===== config.mk =====
export PLATFORM = sky130hd
export DESIGN_NAME = bas_burst_seq
export DESIGN_NICKNAME = d
export VERILOG_FILES = /design/src/rtl/bas_pkg.sv /design/src/rtl/bas_stream_if.sv /design/src/rtl/bas_fifo.sv /design/src/rtl/bas_burst_seq.sv
export SDC_FILE = /design/constraint.sdc
export NUM_CORES = 1
export LEC_CHECK = 0
export ABC_AREA = 1
export BUFFER_PORTS_ARGS = -buffer_cell sky130_fd_sc_hd__buf_4
export CORE_ASPECT_RATIO = 1.75
export CORE_MARGIN = 3
export CORE_UTILIZATION = 35
export CTS_CLUSTER_DIAMETER = 150
export DETAILED_ROUTE_END_ITERATION = 12
export PLACE_DENSITY = 0.56
export SYNTH_ARGS = -nofsm -noshare
export SYNTH_HDL_FRONTEND = slang
export SYNTH_SLANG_ARGS = --single-unit

===== constraint.sdc =====
create_clock -name clk_sys -period 2.9 [get_ports clk_sys]
set_input_delay 0.145 -clock clk_sys [delete_from_list [all_inputs] [get_ports clk_sys]]
set_output_delay 0.145 -clock clk_sys [all_outputs]
set_load 0.01 [all_outputs]

===== src/rtl/bas_pkg.sv =====
`default_nettype none
package bas_pkg;
  // ****************************************
  // link and command/address layout
  // ****************************************
  localparam int DQ_W           = 16;
  localparam int CA_W           = 48;
  localparam int CA_BEATS       = 3;
  localparam int BURST_TYPE_BIT = 45;
  localparam int ADDR_HI_MSB    = 44;
  localparam int ADDR_HI_LSB    = 16;
  localparam int ADDR_LO_MSB    = 2;
  localparam int ADDR_W         = (ADDR_HI_MSB - ADDR_HI_LSB + 1) + (ADDR_LO_MSB + 1);
  localparam int SYNC_W         = DQ_W + 2;
  // synchroniser reset: chip select seen high, link clock low
  localparam logic [SYNC_W-1:0] SYNC_RST = 18'h2_0000;

  // ****************************************
  // config_word_zero fields and reset values
  // ****************************************
  localparam int         CFG_HYBRID_BIT = 2;
  localparam int         CFG_BL_MSB     = 1;
  localparam logic       CFG_HYBRID_RST = 1'b1;
  localparam logic [1:0] CFG_BL_RST     = 2'b11;

  // burst length codes and their step counts (one step is two words)
  localparam logic [1:0] BL_128    = 2'b00;
  localparam logic [1:0] BL_64     = 2'b01;
  localparam logic [1:0] BL_16     = 2'b10;
  localparam logic [1:0] BL_32     = 2'b11;
  localparam logic [6:0] STEPS_128 = 7'h40;
  localparam logic [6:0] STEPS_64  = 7'h20;
  localparam logic [6:0] STEPS_16  = 7'h08;
  localparam logic [6:0] STEPS_32  = 7'h10;

  // ****************************************
  // fifo defaults and sequencer states
  // ****************************************
  localparam int FIFO_DEPTH = 16;

  typedef enum logic [1:0] {
    ST_IDLE = 2'b00,
    ST_CA   = 2'b01,
    ST_DATA = 2'b10
  } bas_state_t;
endpackage
`default_nettype wire


===== src/rtl/bas_stream_if.sv =====
`default_nettype none
interface bas_stream_if #(parameter int WIDTH = 32) ();
  logic             valid;
  logic             ready;
  logic [WIDTH-1:0] data;

  modport src (output valid, output data, input ready);
  modport snk (input valid, input data, output ready);
endinterface
`default_nettype wire


===== src/rtl/bas_fifo.sv =====
`default_nettype none
module bas_fifo
  import bas_pkg::*;
#(
  parameter int WIDTH = ADDR_W,
  parameter int DEPTH = FIFO_DEPTH
) (
  // clock and reset
  input wire logic    clk_sys,
  input wire logic    rst_n,
  // fill and drain sides
  bas_stream_if.snk   wr,
  bas_stream_if.src   rd
);
  localparam int PTR_W = $clog2(DEPTH);
  localparam logic [PTR_W:0] FULL_CNT = (PTR_W+1)'(DEPTH);

  // ****************************************
  // parameter check
  // ****************************************
  generate
    if (DEPTH < 2 || (1 << PTR_W) != DEPTH || WIDTH < 1) begin : g_bad
      $error("bas_fifo: depth must be a power of two of at least 2");
    end
  endgenerate

  logic [WIDTH-1:0] mem [DEPTH];
  logic [PTR_W-1:0] wptr;
  logic [PTR_W-1:0] rptr;
  logic [PTR_W:0]   count;
  logic             do_wr;
  logic             do_rd;

  assign wr.ready = (count != FULL_CNT);
  assign rd.valid = (count != '0);
  assign rd.data  = mem[rptr];
  assign do_wr    = wr.valid && wr.ready;
  assign do_rd    = rd.valid && rd.ready;

  // storage has no reset; rd.data shows mem[rptr] even while rd.valid is low
  always_ff @(posedge clk_sys) begin
    if (do_wr) begin
      mem[wptr] <= wr.data;
    end
  end

  always_ff @(posedge clk_sys or negedge rst_n) begin
    if (!rst_n) begin
      wptr  <= '0;
      rptr  <= '0;
      count <= '0;
    end else begin
      if (do_wr) begin
        wptr <= wptr + 1'b1;
      end
      if (do_rd) begin
        rptr <= rptr + 1'b1;
      end
      if (do_wr && !do_rd) begin
        count <= count + 1'b1;
      end else if (do_rd && !do_wr) begin
        count <= count - 1'b1;
      end
    end
  end

  chk_fifo_bound: assert property (@(posedge clk_sys) disable iff (!rst_n)
    count <= FULL_CNT) else $error("fifo count beyond depth");
  chk_fifo_fill: assert property (@(posedge clk_sys) disable iff (!rst_n)
    do_wr && !do_rd |=> count == $past(count) + 1'b1) else $error("fifo count missed a write");
  cov_fifo_full: cover property (@(posedge clk_sys) disable iff (!rst_n) !wr.ready);
endmodule
`default_nettype wire


===== src/rtl/bas_burst_seq.sv =====
`default_nettype none
module bas_burst_seq
  import bas_pkg::*;
#(
  parameter int DEPTH = FIFO_DEPTH
) (
  // clock and reset
  input  wire logic              clk_sys,
  input  wire logic              rst_n,
  // link pins from the memory controller
  input  wire logic              link_ck,
  input  wire logic              cs_n,
  input  wire logic [DQ_W-1:0]   dq,
  // configuration load, same clock domain
  input  wire logic              cfg_load,
  input  wire logic [DQ_W-1:0]   config_word_zero,
  // address stream out
  output logic                   addr_valid,
  input  wire logic              addr_ready,
  output logic [ADDR_W-1:0]      addr_word,
  // status
  output logic                   burst_active,
  output logic                   wrap_active,
  output logic                   overrun,
  output logic                   hybrid_wrap_select,
  output logic [1:0]             burst_len_code
);

  // ****************************************
  // parameter check
  // ****************************************
  generate
    if (DEPTH < 2 || (DEPTH & (DEPTH - 1)) != 0) begin : g_bad_depth
      $error("bas_burst_seq: buffer depth must be a power of two of at least 2");
    end
  endgenerate

  // ****************************************
  // pin synchronisers
  // ****************************************
  logic [SYNC_W-1:0] pin_s1;
  logic [SYNC_W-1:0] pin_s2;
  logic              ck_prev;
  logic              ck_s;
  logic              cs_active;
  logic [DQ_W-1:0]   dq_s;
  logic              ck_rise;
  logic              ck_edge;

  // idle pins after reset, so no false edge or select follows release
  always_ff @(posedge clk_sys or negedge rst_n) begin
    if (!rst_n) begin
      pin_s1 <= SYNC_RST;
      pin_s2 <= SYNC_RST;
    end else begin
      pin_s1 <= {cs_n, link_ck, dq};
      pin_s2 <= pin_s1;
    end
  end

  assign ck_s      = pin_s2[DQ_W];
  assign cs_active = !pin_s2[DQ_W+1];
  assign dq_s      = pin_s2[DQ_W-1:0];

  always_ff @(posedge clk_sys or negedge rst_n) begin
    if (!rst_n) begin
      ck_prev <= 1'b0;
    end else begin
      ck_prev <= ck_s;
    end
  end

  // ddr link: command beats land on both edges, steps on rising edges
  assign ck_rise = ck_s && !ck_prev;
  assign ck_edge = ck_s != ck_prev;

  // ****************************************
  // configuration word
  // ****************************************
  logic       cfg_touched;
  bas_state_t state;

  // only taken between bursts so a running burst keeps its shape
  always_ff @(posedge clk_sys or negedge rst_n) begin
    if (!rst_n) begin
      hybrid_wrap_select <= CFG_HYBRID_RST;
      burst_len_code     <= CFG_BL_RST;
      cfg_touched        <= 1'b0;
    end else if (cfg_load && state == ST_IDLE) begin
      hybrid_wrap_select <= config_word_zero[CFG_HYBRID_BIT];
      burst_len_code     <= config_word_zero[CFG_BL_MSB:0];
      cfg_touched        <= 1'b1;
    end
  end

  logic [6:0] sel_steps;

  always_comb begin
    case (burst_len_code)
      BL_128:  sel_steps = STEPS_128;
      BL_64:   sel_steps = STEPS_64;
      BL_16:   sel_steps = STEPS_16;
      default: sel_steps = STEPS_32;
    endcase
  end

  // ****************************************
  // transaction state
  // ****************************************
  logic [1:0]          beat;
  logic [CA_W-DQ_W-1:0] ca_sh;
  logic [CA_W-1:0]     ca_full;
  logic                load;
  logic [ADDR_W-1:0]   start_addr;
  logic                start_wrap;

  // three beats, the first one in the top bits
  assign ca_full    = {ca_sh, dq_s};
  assign load       = state == ST_CA && ck_edge && beat == 2'(CA_BEATS - 1);
  assign start_addr = {ca_full[ADDR_HI_MSB:ADDR_HI_LSB], ca_full[ADDR_LO_MSB:0]};
  assign start_wrap = !ca_full[BURST_TYPE_BIT];

  // the controller alone ends a burst by raising chip select
  always_ff @(posedge clk_sys or negedge rst_n) begin
    if (!rst_n) begin
      state <= ST_IDLE;
    end else if (!cs_active) begin
      state <= ST_IDLE;
    end else begin
      case (state)
        ST_IDLE: state <= ST_CA;
        ST_CA: begin
          if (load) begin
            state <= ST_DATA;
          end
        end
        ST_DATA: state <= ST_DATA;
        default: state <= ST_IDLE;
      endcase
    end
  end

  always_ff @(posedge clk_sys or negedge rst_n) begin
    if (!rst_n) begin
      beat  <= 2'h0;
      ca_sh <= '0;
    end else if (state != ST_CA) begin
      beat <= 2'h0;
    end else if (ck_edge) begin
      beat  <= beat + 2'h1;
      ca_sh <= {ca_sh[CA_W-2*DQ_W-1:0], dq_s};
    end
  end

  // ****************************************
  // address sequencer
  // ****************************************
  logic [ADDR_W-1:0] addr;
  logic [ADDR_W-1:0] grp_base;
  logic [ADDR_W-1:0] grp_mask;
  logic [ADDR_W-1:0] sel_mask;
  logic [6:0]        grp_steps;
  logic [6:0]        step_cnt;
  logic              wrap_phase;
  logic              hyb;
  logic              push;
  logic              adv;
  logic              wrap_done;

  bas_stream_if #(.WIDTH(ADDR_W)) fill_if ();
  bas_stream_if #(.WIDTH(ADDR_W)) drain_if ();

  assign sel_mask  = ADDR_W'(sel_steps - 7'h01);
  assign grp_mask  = ADDR_W'(grp_steps - 7'h01);
  assign push      = state == ST_DATA && cs_active && ck_rise;
  assign adv       = push && fill_if.ready;
  assign wrap_done = hyb && step_cnt == grp_steps - 7'h01;

  // wrap_phase is only reloaded by a command, so it lingers between bursts
  always_ff @(posedge clk_sys or negedge rst_n) begin
    if (!rst_n) begin
      addr       <= '0;
      grp_base   <= '0;
      grp_steps  <= STEPS_32;
      step_cnt   <= 7'h00;
      wrap_phase <= 1'b0;
      hyb        <= 1'b0;
    end else if (load) begin
      addr       <= start_addr;
      grp_base   <= start_addr & ~sel_mask;
      grp_steps  <= sel_steps;
      step_cnt   <= 7'h00;
      wrap_phase <= start_wrap;
      hyb        <= start_wrap && !hybrid_wrap_select;
    end else if (adv) begin
      if (!wrap_phase) begin
        addr <= addr + 1'b1;
      end else if (wrap_done) begin
        addr       <= grp_base + ADDR_W'(grp_steps);
        wrap_phase <= 1'b0;
      end else begin
        // upper bits held, low bits roll over inside the group
        addr     <= (addr & ~grp_mask) | ((addr + 1'b1) & grp_mask);
        step_cnt <= step_cnt + 7'h01;
      end
    end
  end

  // a full fifo cannot hold the link off, so a lost step is flagged
  always_ff @(posedge clk_sys or negedge rst_n) begin
    if (!rst_n) begin
      overrun <= 1'b0;
    end else if (push && !fill_if.ready) begin
      overrun <= 1'b1;
    end else if (load) begin
      overrun <= 1'b0;
    end
  end

  // ****************************************
  // output buffer
  // ****************************************
  assign fill_if.valid  = push;
  assign fill_if.data   = addr;
  assign drain_if.ready = addr_ready;
  assign addr_valid     = drain_if.valid;
  assign addr_word      = drain_if.data;
  assign burst_active   = state == ST_DATA;
  assign wrap_active    = wrap_phase;

  // the link cannot be paused, so the buffer rides out consumer stalls
  bas_fifo #(
    .WIDTH (ADDR_W),
    .DEPTH (DEPTH)
  ) u_fifo (
    .clk_sys (clk_sys),
    .rst_n   (rst_n),
    .wr      (fill_if),
    .rd      (drain_if)
  );

  // ****************************************
  // checks
  // ****************************************
  chk_group_bounds: assert property (@(posedge clk_sys) disable iff (!rst_n)
    adv && wrap_phase && !wrap_done |=> (addr & ~grp_mask) == grp_base)
    else $error("wrap left its group");
  chk_start_word: assert property (@(posedge clk_sys) disable iff (!rst_n)
    load |=> addr == $past(start_addr) && step_cnt == 7'h00)
    else $error("burst did not start at command address");
  chk_wrap_return: assert property (@(posedge clk_sys) disable iff (!rst_n)
    adv && wrap_phase && !wrap_done && (addr & grp_mask) == grp_mask |=> (addr & grp_mask) == '0)
    else $error("wrap did not return to group bottom");
  chk_hybrid_exit: assert property (@(posedge clk_sys) disable iff (!rst_n)
    adv && wrap_phase && wrap_done |=> !wrap_phase && addr == grp_base + ADDR_W'(grp_steps))
    else $error("hybrid burst missed next group");
  chk_linear_step: assert property (@(posedge clk_sys) disable iff (!rst_n)
    adv && !wrap_phase && state == ST_DATA |=> addr == $past(addr) + 1'b1)
    else $error("linear address did not increment");
  chk_cs_stop: assert property (@(posedge clk_sys) disable iff (!rst_n)
    !cs_active |=> state == ST_IDLE ##1 !push)
    else $error("burst continued after chip select rose");
  chk_burst_hold: assert property (@(posedge clk_sys) disable iff (!rst_n)
    state == ST_DATA && cs_active |=> state == ST_DATA)
    else $error("burst ended while chip select low");
  chk_mode_select: assert property (@(posedge clk_sys) disable iff (!rst_n)
    load |=> hyb == ($past(start_wrap) && !$past(hybrid_wrap_select)))
    else $error("wrap style chosen wrongly");
  chk_cfg_hold: assert property (@(posedge clk_sys) disable iff (!rst_n)
    state != ST_IDLE |=> $stable(hybrid_wrap_select) && $stable(burst_len_code))
    else $error("configuration changed during a burst");
  chk_cfg_default: assert property (@(posedge clk_sys) disable iff (!rst_n)
    !cfg_touched |-> hybrid_wrap_select && burst_len_code == CFG_BL_RST)
    else $error("configuration left its reset value");
  chk_step_count: assert property (@(posedge clk_sys) disable iff (!rst_n)
    load && burst_len_code == BL_16 |=> grp_steps == STEPS_16 && grp_mask == 32'h0000_0007)
    else $error("16 word group not 8 steps");
  chk_linear_type: assert property (@(posedge clk_sys) disable iff (!rst_n)
    load && !start_wrap |=> !wrap_phase && !hyb)
    else $error("linear burst entered wrap phase");
  chk_legacy_loop: assert property (@(posedge clk_sys) disable iff (!rst_n)
    adv && wrap_phase && !hyb |=> wrap_phase && (addr & ~grp_mask) == ($past(addr) & ~grp_mask))
    else $error("legacy wrap carried upward");

  cov_hybrid_exit: cover property (@(posedge clk_sys) disable iff (!rst_n) adv && wrap_phase && wrap_done);
  cov_legacy_wrap: cover property (@(posedge clk_sys) disable iff (!rst_n)
    adv && wrap_phase && !hyb && (addr & grp_mask) == grp_mask);
  cov_linear: cover property (@(posedge clk_sys) disable iff (!rst_n) load && !start_wrap);
  cov_overrun: cover property (@(posedge clk_sys) disable iff (!rst_n) push && !fill_if.ready);
endmodule
`default_nettype wire


==> results.toml, run 1 <==
[outcome]
status = "complete, no violations"

[cts]
path_clk_slew_ps = 70
cts_tree = "done"
clock_latency_ps = 650
numCtsBuffers = 60
clk_path_buf_depth = 3
root_buffer = "clkbuf_16"
clkSinkCount = 674
cts_max_level = 2

[global_routing]
antenna_found_initial = 0
grt_pass1_wl_um = 118000
grt_start_max_net_pins = 85
grt-ovfl-total = 0
grt_pass1_vias = 19800
track_usage_pct = 17.7

[layout]
filler_cell_count = 7700
num_antenna_cells = 0
fin_area_um2 = 33800
nets = 2702
syn2layout_area_growth_pct = 16.3
regArea_um2 = 19400
multi_input_area_um2 = 8770
drive_above_1_share_pct = 13.5

[detailed_routing]
vias = 19500
highest_layer = "met4"
wl_um = 78600
avgViaCountPerCell = 5.21
drc_errors = 0
drt-initial-drc-count = 1419
first_pass_iters = 7
wl_met2_um = 42400
wire_per_inst_um = 21.0
ant_nets = 0
wl_met3_um = 3280
wl_met1_um = 29200

[synth]
synthArstFlopShare_pct = 24.0
avgSynthCellArea_um2 = 11.6
synth.ff_latch_count = 674
ys_top_cells_by_area = "edfxtp_1 (53%), dfrtp_1 (13%), nand2_1 (7.2%)"
ys_seq_area_share_pct = 66.8
synthesis.area_um2 = 29100
synth_top_area_share_pct = 52.9
synth-edff-count = 512
synth_fp_nets = 2569
synth_top_cell_by_area = "edfxtp_1"
ys_types = 49
synth_ff_type = "edfxtp_1"
netlist_instances = 2507
yosys_warnings = 0

[worst_setup_path]
critPathRequiredTime_ps = 2760
path_max_fanout = 31
rr_worst_depth = 14
crit_type = "flip-flop to output pin"
arrival_ps = 2670
start_kind = "flip-flop"
crit_slowest_cell = "dfrtp_4"
r2r_slack_ps = 240
path_cells = "inv_4, buf_16, nor2_1, o221ai_1, o211ai_1, nand2_1, buf_4"
crit_path_end_kind = "output pin"
slowest_delay_ps = 580
r2r-start = "state[0]$_DFFE_PN0P_"
rr_endpoint = "u_fifo.count[4]$_DFFE_PN0P_"

[timing]
max_freq_mhz = 356
setup_viol = 0
holdWs_ps = 122
worstMarginPinSlew_ps = 927
setup_tns_ps = 0
fin_crit_ps = 2810
slew_violations = 0
worst_slew_margin_rel_pct = 38.1
period_share_pct = 97.0
rsz0062_at_grt = "false"
finClkSkew_ps = 23.4
hold_viol = 0

[power_and_ir_drop]
power_mw = 31.7
power_density_nw_per_um2 = 939
vdd_drop_max_mv = 0.612
leakagePower_nw = 12.7

[floorplanning]
io-pin-count = 77
fp.dieW_um = 224
core_um2 = 82300
dieArea_um2 = 86700
row_count = 139
initial_core_util_pct = 35.3
die_h_um = 387

[worst_hold_path]
hold_class = "primary input to asynchronous set/reset pin"

[placement]
post_dp_cell_area_um2 = 31500
port_buffers = 63
finalWeightedCongestion = 0.964
dp_hpwl_um = 48700

[job]
cap_violations = 0
-- critical path, delay by kind of cell, from the launching register on --
family / cells / cell delay, ps
buffers and inverters: 3 / 670
DFF: 1 / 580
and+or+nand+nor: 2 / 380
AOI/OAI and AO/OA: 2 / 370
-- through the flow --
stage,worst slack (ps),utilization [%],instances
3_5_place_dp,287,38.3,3603
3_3_place_gp,315,38.3,3603
2_1_floorplan,-99.3,-,2507
5_1_grt,10.9,41.1,3745
6_report,87.9,41.1,3745
4_1_cts,-56.6,41.0,3741
-- placed cells by master (no fill, tap or decap), types with 27 or more instances in the layout --
master / Yosys / routed
dfrtp_1: 156 / 153
xor2_1: 27 / 27
edfxtp_1: 512 / 512
o21ai_0: 168 / 168
nand2_1: 559 / 559
clkbuf_16: 0 / 63
mux2i_1: 109 / 108
inv_1: 95 / 94
buf_4: 11 / 132
nand3_1: 105 / 105
o221ai_1: 109 / 109
nor2_1: 315 / 299
dlygate4sd3_1: 0 / 27
-- layer usage --
metal	up-vias	track usage [%]
li1	9167	-
met1	9624	19.7
met2	539	33.4
met3	179	2.10
met4	0	8.07
met5	-	0
-- state kept, by name, indices dropped and copies added, names as in the netlist, named ones only --
register	count
hyb	1
u_fifo.count	5
ca_sh	30
step_cnt	7
wrap_active	1
overrun	1
grp_base	29
ck_prev	1
burst_len_code	2
addr	3
u_fifo.mem	512
grp_steps	4
u_fifo.wptr	4
pin_s2	18
hybrid_wrap_select	1
u_fifo.rptr	4
pin_s1	18
beat	2
state	2
-- cells in the mapped netlist (2+ instances only) --
cell type,instances
o211ai_1,18
buf_8,2
a31oi_1,2
buf_6,6
nand4_1,10
mux2_2,2
or2_2,4
nand2_1,559
a21oi_1,18
edfxtp_1,512
nand2_2,8
dfstp_2,6
fa_1,2
a21o_1,2
inv_1,95
buf_4,11
nand2_4,2
buf_2,27
o22ai_1,25
nor2_1,315
xnor2_1,7
xor2_1,27
buf_1,2
a21oi_2,20
a32o_1,2
nor3_1,5
o21ai_0,168
ha_1,22
dfrtp_1,156
nor2_2,26
nand3_1,105
clkbuf_1,73
nor2_8,2
nand3b_1,14
o221ai_1,109
mux2i_1,109
inv_2,6
o32ai_1,17
-- cell families after synthesis --
logic type | after synthesis | synth area share (%)
fa+ha+maj | 24 | 1.08
simple gates | 1053 | 14.9
mux | 111 | 3.83
flops | 674 | 66.8
compound gates | 386 | 8.89
xor+xnor | 34 | 1.02
buf+inv | 225 | 3.43
-- repair_timing --
action / in CTS / in global routing
setup endpoints to repair: 17 / 21
gates resized for setup: 4 / 1
hold endpoints to repair: 91 / 0
buffers inserted: 1 / 1
hold buffers: 27 / 0
cloned: 0 / 3
-- power breakdown --
part | switching, mW | internal, mW | total, mW
combinational | 7.10 | 3.96 | 11.1
clock | 3.71 | 4.16 | 7.87
sequential | 0.784 | 12.0 | 12.8
-- worst max path at each step --
| stage | startpoint | to | slack, ps | cells after the start |
|---|---|---|---|---|
| after floorplan | state[0]$_DFFE_PN0P_ | u_fifo.mem[11][0]$_DFFE_PP_ | -100 | 8 |
| after global placement | state[0]$_DFFE_PN0P_ | u_fifo.count[4]$_DFFE_PN0P_ | 320 | 15 |
| after detailed placement | state[0]$_DFFE_PN0P_ | u_fifo.count[4]$_DFFE_PN0P_ | 290 | 14 |
| after CTS | u_fifo.rptr[0]$_DFFE_PN0P_ | addr_word[23] | -60 | 7 |
| after global routing | u_fifo.rptr[0]$_DFFE_PN0P_ | addr_word[14] | 10 | 7 |
| final | u_fifo.rptr[0]$_DFFE_PN0P_ | addr_word[14] | 90 | 7 |
-- final cells by class --
| cell class | instances | area share, % |
|---|---|---|
| Clock buffer | 69 | 4.57 |
| Clock inverter | 41 | 1.15 |
| Inverter | 103 | 1.17 |
| Multi-Input combinational cell | 1608 | 25.9 |
| Sequential cell | 674 | 57.5 |
| Tap cell | 1057 | 3.91 |
| Timing Repair Buffer | 193 | 5.80 |
Note: power is estimated with default switching activity, not from simulation.
==> run 2: changes to the inputs <==
--- a/config.mk
+++ b/config.mk
@@ -10,3 +10,3 @@
 export CORE_ASPECT_RATIO = 1.75
-export CORE_MARGIN = 3
+export CORE_MARGIN = 2
 export CORE_UTILIZATION = 35
--- a/constraint.sdc
+++ b/constraint.sdc
@@ -3,2 +3,2 @@
 set_output_delay 0.145 -clock clk_sys [all_outputs]
-set_load 0.01 [all_outputs]
+set_load 0.005 [all_outputs]
==> results.toml, run 2 (synthesis results as in run 1) <==
[layout]
num_antenna_cells = 0
largest_register_ffs = 512
reg.largest.list = "u_fifo.mem x512, ca_sh x30, grp_base x29"
nets = 2693
largest-register = "u_fifo.mem"
syn2layout_area_growth_pct = 16.3
mostFrequentLayoutCells = "nand2_1 (559), edfxtp_1 (512), nor2_1 (299), o21ai_0 (168), dfrtp_1 (153)"
fin_area_um2 = 33800
stdcell_count = 3740
layout_commonest_cell = "nand2_1"
drive_above_1_share_pct = 13.3

[global_routing]
grt_start_max_net_pins = 94
grt_pass1_vias = 20100
track_usage_pct = 18.0
grt-ovfl-total = 0
antenna_found_initial = 0
grt_pass1_wl_um = 118000

[placement]
port_buffers = 63
dp_hpwl_um = 47400
post_dp_cell_area_um2 = 31400
dp.cells = 3596
finalWeightedCongestion = 0.949

[power_and_ir_drop]
power_frac_clock_pct = 26.5
power_mw = 31.7
power_density_nw_per_um2 = 938
power.share.combinational_pct = 33.1
leakagePower_nw = 12.7
power.internal_mw = 20.6
vdd_drop_max_mv = 0.528
p_sw_mw = 11.2
power_frac_seq_pct = 40.4
switching_share_pct = 35.2

[worst_setup_path]
arrival_ps = 2650
crit_path_end_kind = "output pin"
critPathRequiredTime_ps = 2760
path_max_fanout = 48
start_kind = "flip-flop"
crit_type = "flip-flop to output pin"

[floorplanning]
die_h_um = 385
core_um2 = 82300
dieArea_um2 = 85500
io-pin-count = 77
row_count = 139
fp.dieW_um = 222
initial_core_util_pct = 35.3

[cts]
root_buffer = "clkbuf_16"
cts_max_level = 2
cts_tree = "done"
numCtsBuffers = 60
clk_path_buf_depth = 3
clock_latency_ps = 660
clkSinkCount = 674
path_clk_slew_ps = 70

[timing]
setup_viol = 0
rsz0062_at_grt = "false"
finClkSkew_ps = 26.9
fin_crit_ps = 2790
hold_viol = 0
max_freq_mhz = 358
worst_slew_margin_rel_pct = 36.8
setup_tns_ps = 0
slew_violations = 0
period_share_pct = 96.4
worstMarginPinSlew_ps = 947

[detailed_routing]
wl_um = 77500
avgViaCountPerCell = 5.20
drt-initial-drc-count = 1244
wire_per_inst_um = 20.7
first_pass_iters = 5
ant_nets = 0
vias = 19500
drc_errors = 0

[outcome]
status = "complete, no violations"

[job]
cap_violations = 0

[worst_hold_path]
hold_class = "primary input to asynchronous set/reset pin"
==> run 2: changes by cell type in the layout (fill, tap and decap cells not counted), moves of 3 or more <==
cell,before,now
buf_16,4,1
buf_4,132,128
bufinv_16,3,9
clkbuf_16,63,60
clkbuf_4,0,3
clkinv_2,7,13
clkinv_4,6,1
inv_6,5,2
==> run 2: per-stage QoR <==
step	setup WS, ps	hold slack [ps]	util, %
final	105	133	41.1
after global routing	3.59	124	41.1
after CTS	46.0	100	41.1
after detailed placement	263	250	38.2
after global placement	301	246	38.2
after floorplan	-53.6	-151	-
==> run 2: final cells by class <==
class,count,area (um^2)
Multi-Input combinational cell,1608,8770
Sequential cell,674,19400
Fill cell,7659,48500
Clock buffer,74,1590
Tap cell,1057,1320
Timing Repair Buffer,184,1800
Clock inverter,40,495
Inverter,103,395
==> run 2: path summary, 6_finish.rpt <==
check	startpoint	endpoint	slack (ps)	depth (start not counted)
max in group asynchronous	rst_n	pin_s2[9]$_DFF_PN0_	1890	3
min in group clk_sys	dq[2]	pin_s1[2]$_DFF_PN0_	140	2
hold / removal	rst_n	pin_s1[15]$_DFF_PN0_	130	2
hold reg to reg	pin_s1[2]$_DFF_PN0_	pin_s2[2]$_DFF_PN0_	340	0
setup / recovery	u_fifo.rptr[0]$_DFFE_PN0P_	addr_word[4]	110	8
setup reg to reg	u_fifo.count[0]$_DFFE_PN0P_	u_fifo.count[4]$_DFFE_PN0P_	210	12
==> run 2: worst max-delay path, stage by stage (launching register included) <==
cell	delay, ps
dfrtp_4	590
inv_4	130
buf_16	250
buf_12	250
nor2_1	60
o221ai_1	260
nand3_1	150
nand2_1	100
buf_4	110
==> run 2: power groups by stage <==
stage	clock network [mW]	logic (mW)	registers, mW
after floorplan	0	6.15	13.2
after global placement	0	10.2	13.0
after detailed placement	0	10.4	13.0
after CTS	8.61	10.7	12.8
after global routing	8.93	11.6	12.9
final	8.41	10.5	12.8
==> run 2: what timing repair did <==
item,in CTS,in global routing
setup endpoints to repair,28,1
endpoints found under the hold margin,95,0
hold buffers,27,0
resized for setup,3,0
setup buffers,4,0
==> run 2: per-layer routing <==
layer,global-route usage [%],wire length [um],vias up
met3,2.01,2540,150
met1,19.9,29500,9740
li1,-,-,9144
met5,0,0,-
met2,34.4,41900,421
met4,8.58,3600,0
==> run 3: changes to the inputs <==
- PLACE_DENSITY: 0.56 -> 0.55
- SYNTH_HIERARCHICAL: default -> 1
==> results.toml, run 3 <==
[layout]
filler_cell_count = 8615
syn2layout_area_growth_pct = 15.1
drive_above_1_share_pct = 8.59
multi_input_area_um2 = 9330
largest-register = "u_fifo/mem"
mostFrequentLayoutCells = "nand2_1 (1,320), edfxtp_1 (512), nor2_1 (348), inv_1 (289), nand3_1 (260)"
stdcell_count = 4585
layout_commonest_cell = "nand2_1"
reg.largest.list = "u_fifo/mem x512, ca_sh x30, grp_base x29"
fin_area_um2 = 35100
largest_register_ffs = 512
nets = 3436
final_core_util_pct = 40.5
regArea_um2 = 19400

[timing]
setup_viol = 0
period_share_pct = 90.9
rsz0062_at_grt = "false"
worstMarginPinSlew_ps = 879
slew_violations = 0
worst_slew_margin_rel_pct = 41.3
setup_tns_ps = 0
fin_crit_ps = 2630
max_freq_mhz = 380
hold_viol = 0
finClkSkew_ps = 16.9

[cts]
cts_tree = "done"
clk_path_buf_depth = 3
clkSinkCount = 674
path_clk_slew_ps = 70
numCtsBuffers = 60
clock_latency_ps = 660
postCtsResizedCells = 0
root_buffer = "clkbuf_16"
cts_max_level = 2

[synth]
yosys_warnings = 6
yosysMostFrequentCell = "nand2_1"
synth-edff-count = 512
avgSynthCellArea_um2 = 9.34
synth_fp_nets = 3329
synthesis.area_um2 = 30500
synth_ff_type = "edfxtp_1"
synth.ff_latch_count = 674
ys_top_cells_by_count = "nand2_1 (1,320), edfxtp_1 (512), nor2_1 (364), inv_1 (290), nand3_1 (260)"
synth_top_area_share_pct = 50.4
synth_top_cell_by_area = "edfxtp_1"
ys_types = 40
netlist_instances = 3267
ys_top_cells_by_area = "edfxtp_1 (50%), nand2_1 (16%), dfrtp_1 (13%)"
synthArstFlopShare_pct = 24.0
ys_seq_area_share_pct = 63.7

[placement]
finalWeightedCongestion = 0.889
dp_hpwl_um = 49500
port_buffers = 63
dp.cells = 4443
post_dp_cell_area_um2 = 32800

[worst_setup_path]
arrival_ps = 2490
start_kind = "flip-flop"
crit_path_end_kind = "output pin"
critPathRequiredTime_ps = 2760
crit_type = "flip-flop to output pin"
path_max_fanout = 133

[power_and_ir_drop]
leakagePower_nw = 14.9
vdd_drop_max_mv = 0.587
power_mw = 32.0
power_density_nw_per_um2 = 912

[worst_hold_path]
hold_class = "primary input to asynchronous set/reset pin"

[detailed_routing]
wire_per_inst_um = 17.5
drc_errors = 0
vias = 21500
avgViaCountPerCell = 4.69
drt-initial-drc-count = 1225
first_pass_iters = 5
wl_um = 80400
ant_nets = 0

[floorplanning]
fp.dieW_um = 227
core_um2 = 86600
initial_core_util_pct = 35.2
dieArea_um2 = 89600
row_count = 143
die_h_um = 395
io-pin-count = 77

[outcome]
status = "complete, no violations"

[global_routing]
grt-ovfl-total = 0
grt_pass1_vias = 21100
grt_pass1_wl_um = 123000
grt_start_max_net_pins = 134
track_usage_pct = 18.1
antenna_found_initial = 0

[job]
cap_violations = 0
-- run 3: logic make-up after synthesis --
family	after synthesis	synth area share, %
and+or+nand+nor	1992	26.2
DFF	674	63.7
buffers and inverters	430	6.09
AOI/OAI and AO/OA	114	2.03
xor gates and xnor gates	32	0.919
adders and majority gates	24	1.03
muxes	1	0.0369
-- run 3: worst paths after layout --
kind	depth (start not counted)	slack, ps	to	startpoint
setup reg to reg	15	350	u_fifo/count[4]$_DFFE_PN0P_	state[0]$_DFFE_PN0P_
setup / recovery	8	270	addr_word[27]	u_fifo/rptr[0]$_DFFE_PN0P_
hold / removal	3	60	grp_base[24]$_DFFE_PN0P_	rst_n
min in group clk_sys	2	130	pin_s1[0]$_DFF_PN0_	dq[0]
hold reg to reg	0	350	pin_s2[7]$_DFF_PN0_	pin_s1[7]$_DFF_PN0_
max in group asynchronous	3	2420	pin_s2[17]$_DFF_PN1_	rst_n
-- run 3: power by group --
part           internal, mW  switching [mW]
Clock                  4.57            3.72
Sequential             12.1           0.769
Combinational          3.55            7.35
-- run 3: repair_timing --
| action | CTS | global route |
|---|---|---|
| hold endpoints to repair | 181 | 0 |
| hold buffers | 29 | 0 |
| setup buffers | 0 | 0 |
-- run 3: stage by stage --
stage          hold slack (ps)  setup WS (ps)
3_3_place_gp              73.7            347
6_report                  64.9            265
3_5_place_dp              70.4            326
5_1_grt                   79.9           76.7
4_1_cts                   57.1            201
2_1_floorplan             -151          -93.0
-- run 3: layout make-up --
type | count | area share, %
antenna | 1 | 0.00713
clock buffer | 78 | 4.59
clock inverter | 34 | 1.14
inverter | 301 | 3.24
multi-input combinational | 2163 | 26.6
sequential | 674 | 55.4
tap | 1160 | 4.14
timing repair buffer | 174 | 4.93
-- run 3: layer usage --
| metal | wire, um | vias to the layer above | GRT usage, % |
|---|---|---|---|
| met5 | 0 | - | 0 |
| met4 | 3450 | 0 | 7.64 |
| met3 | 2410 | 148 | 1.82 |
| met2 | 43400 | 388 | 34.3 |
| met1 | 31200 | 10300 | 20.2 |
| li1 | - | 10700 | - |
-- run 3: worst max-delay path: stages (launching register included) --
cell and delay (ps):
dfrtp_4 530, buf_12 450, nand2_1 100, nand3_1 110
nand2_1 50, nor2_1 130, nand2_1 140, nand2_1 100
buf_4 110
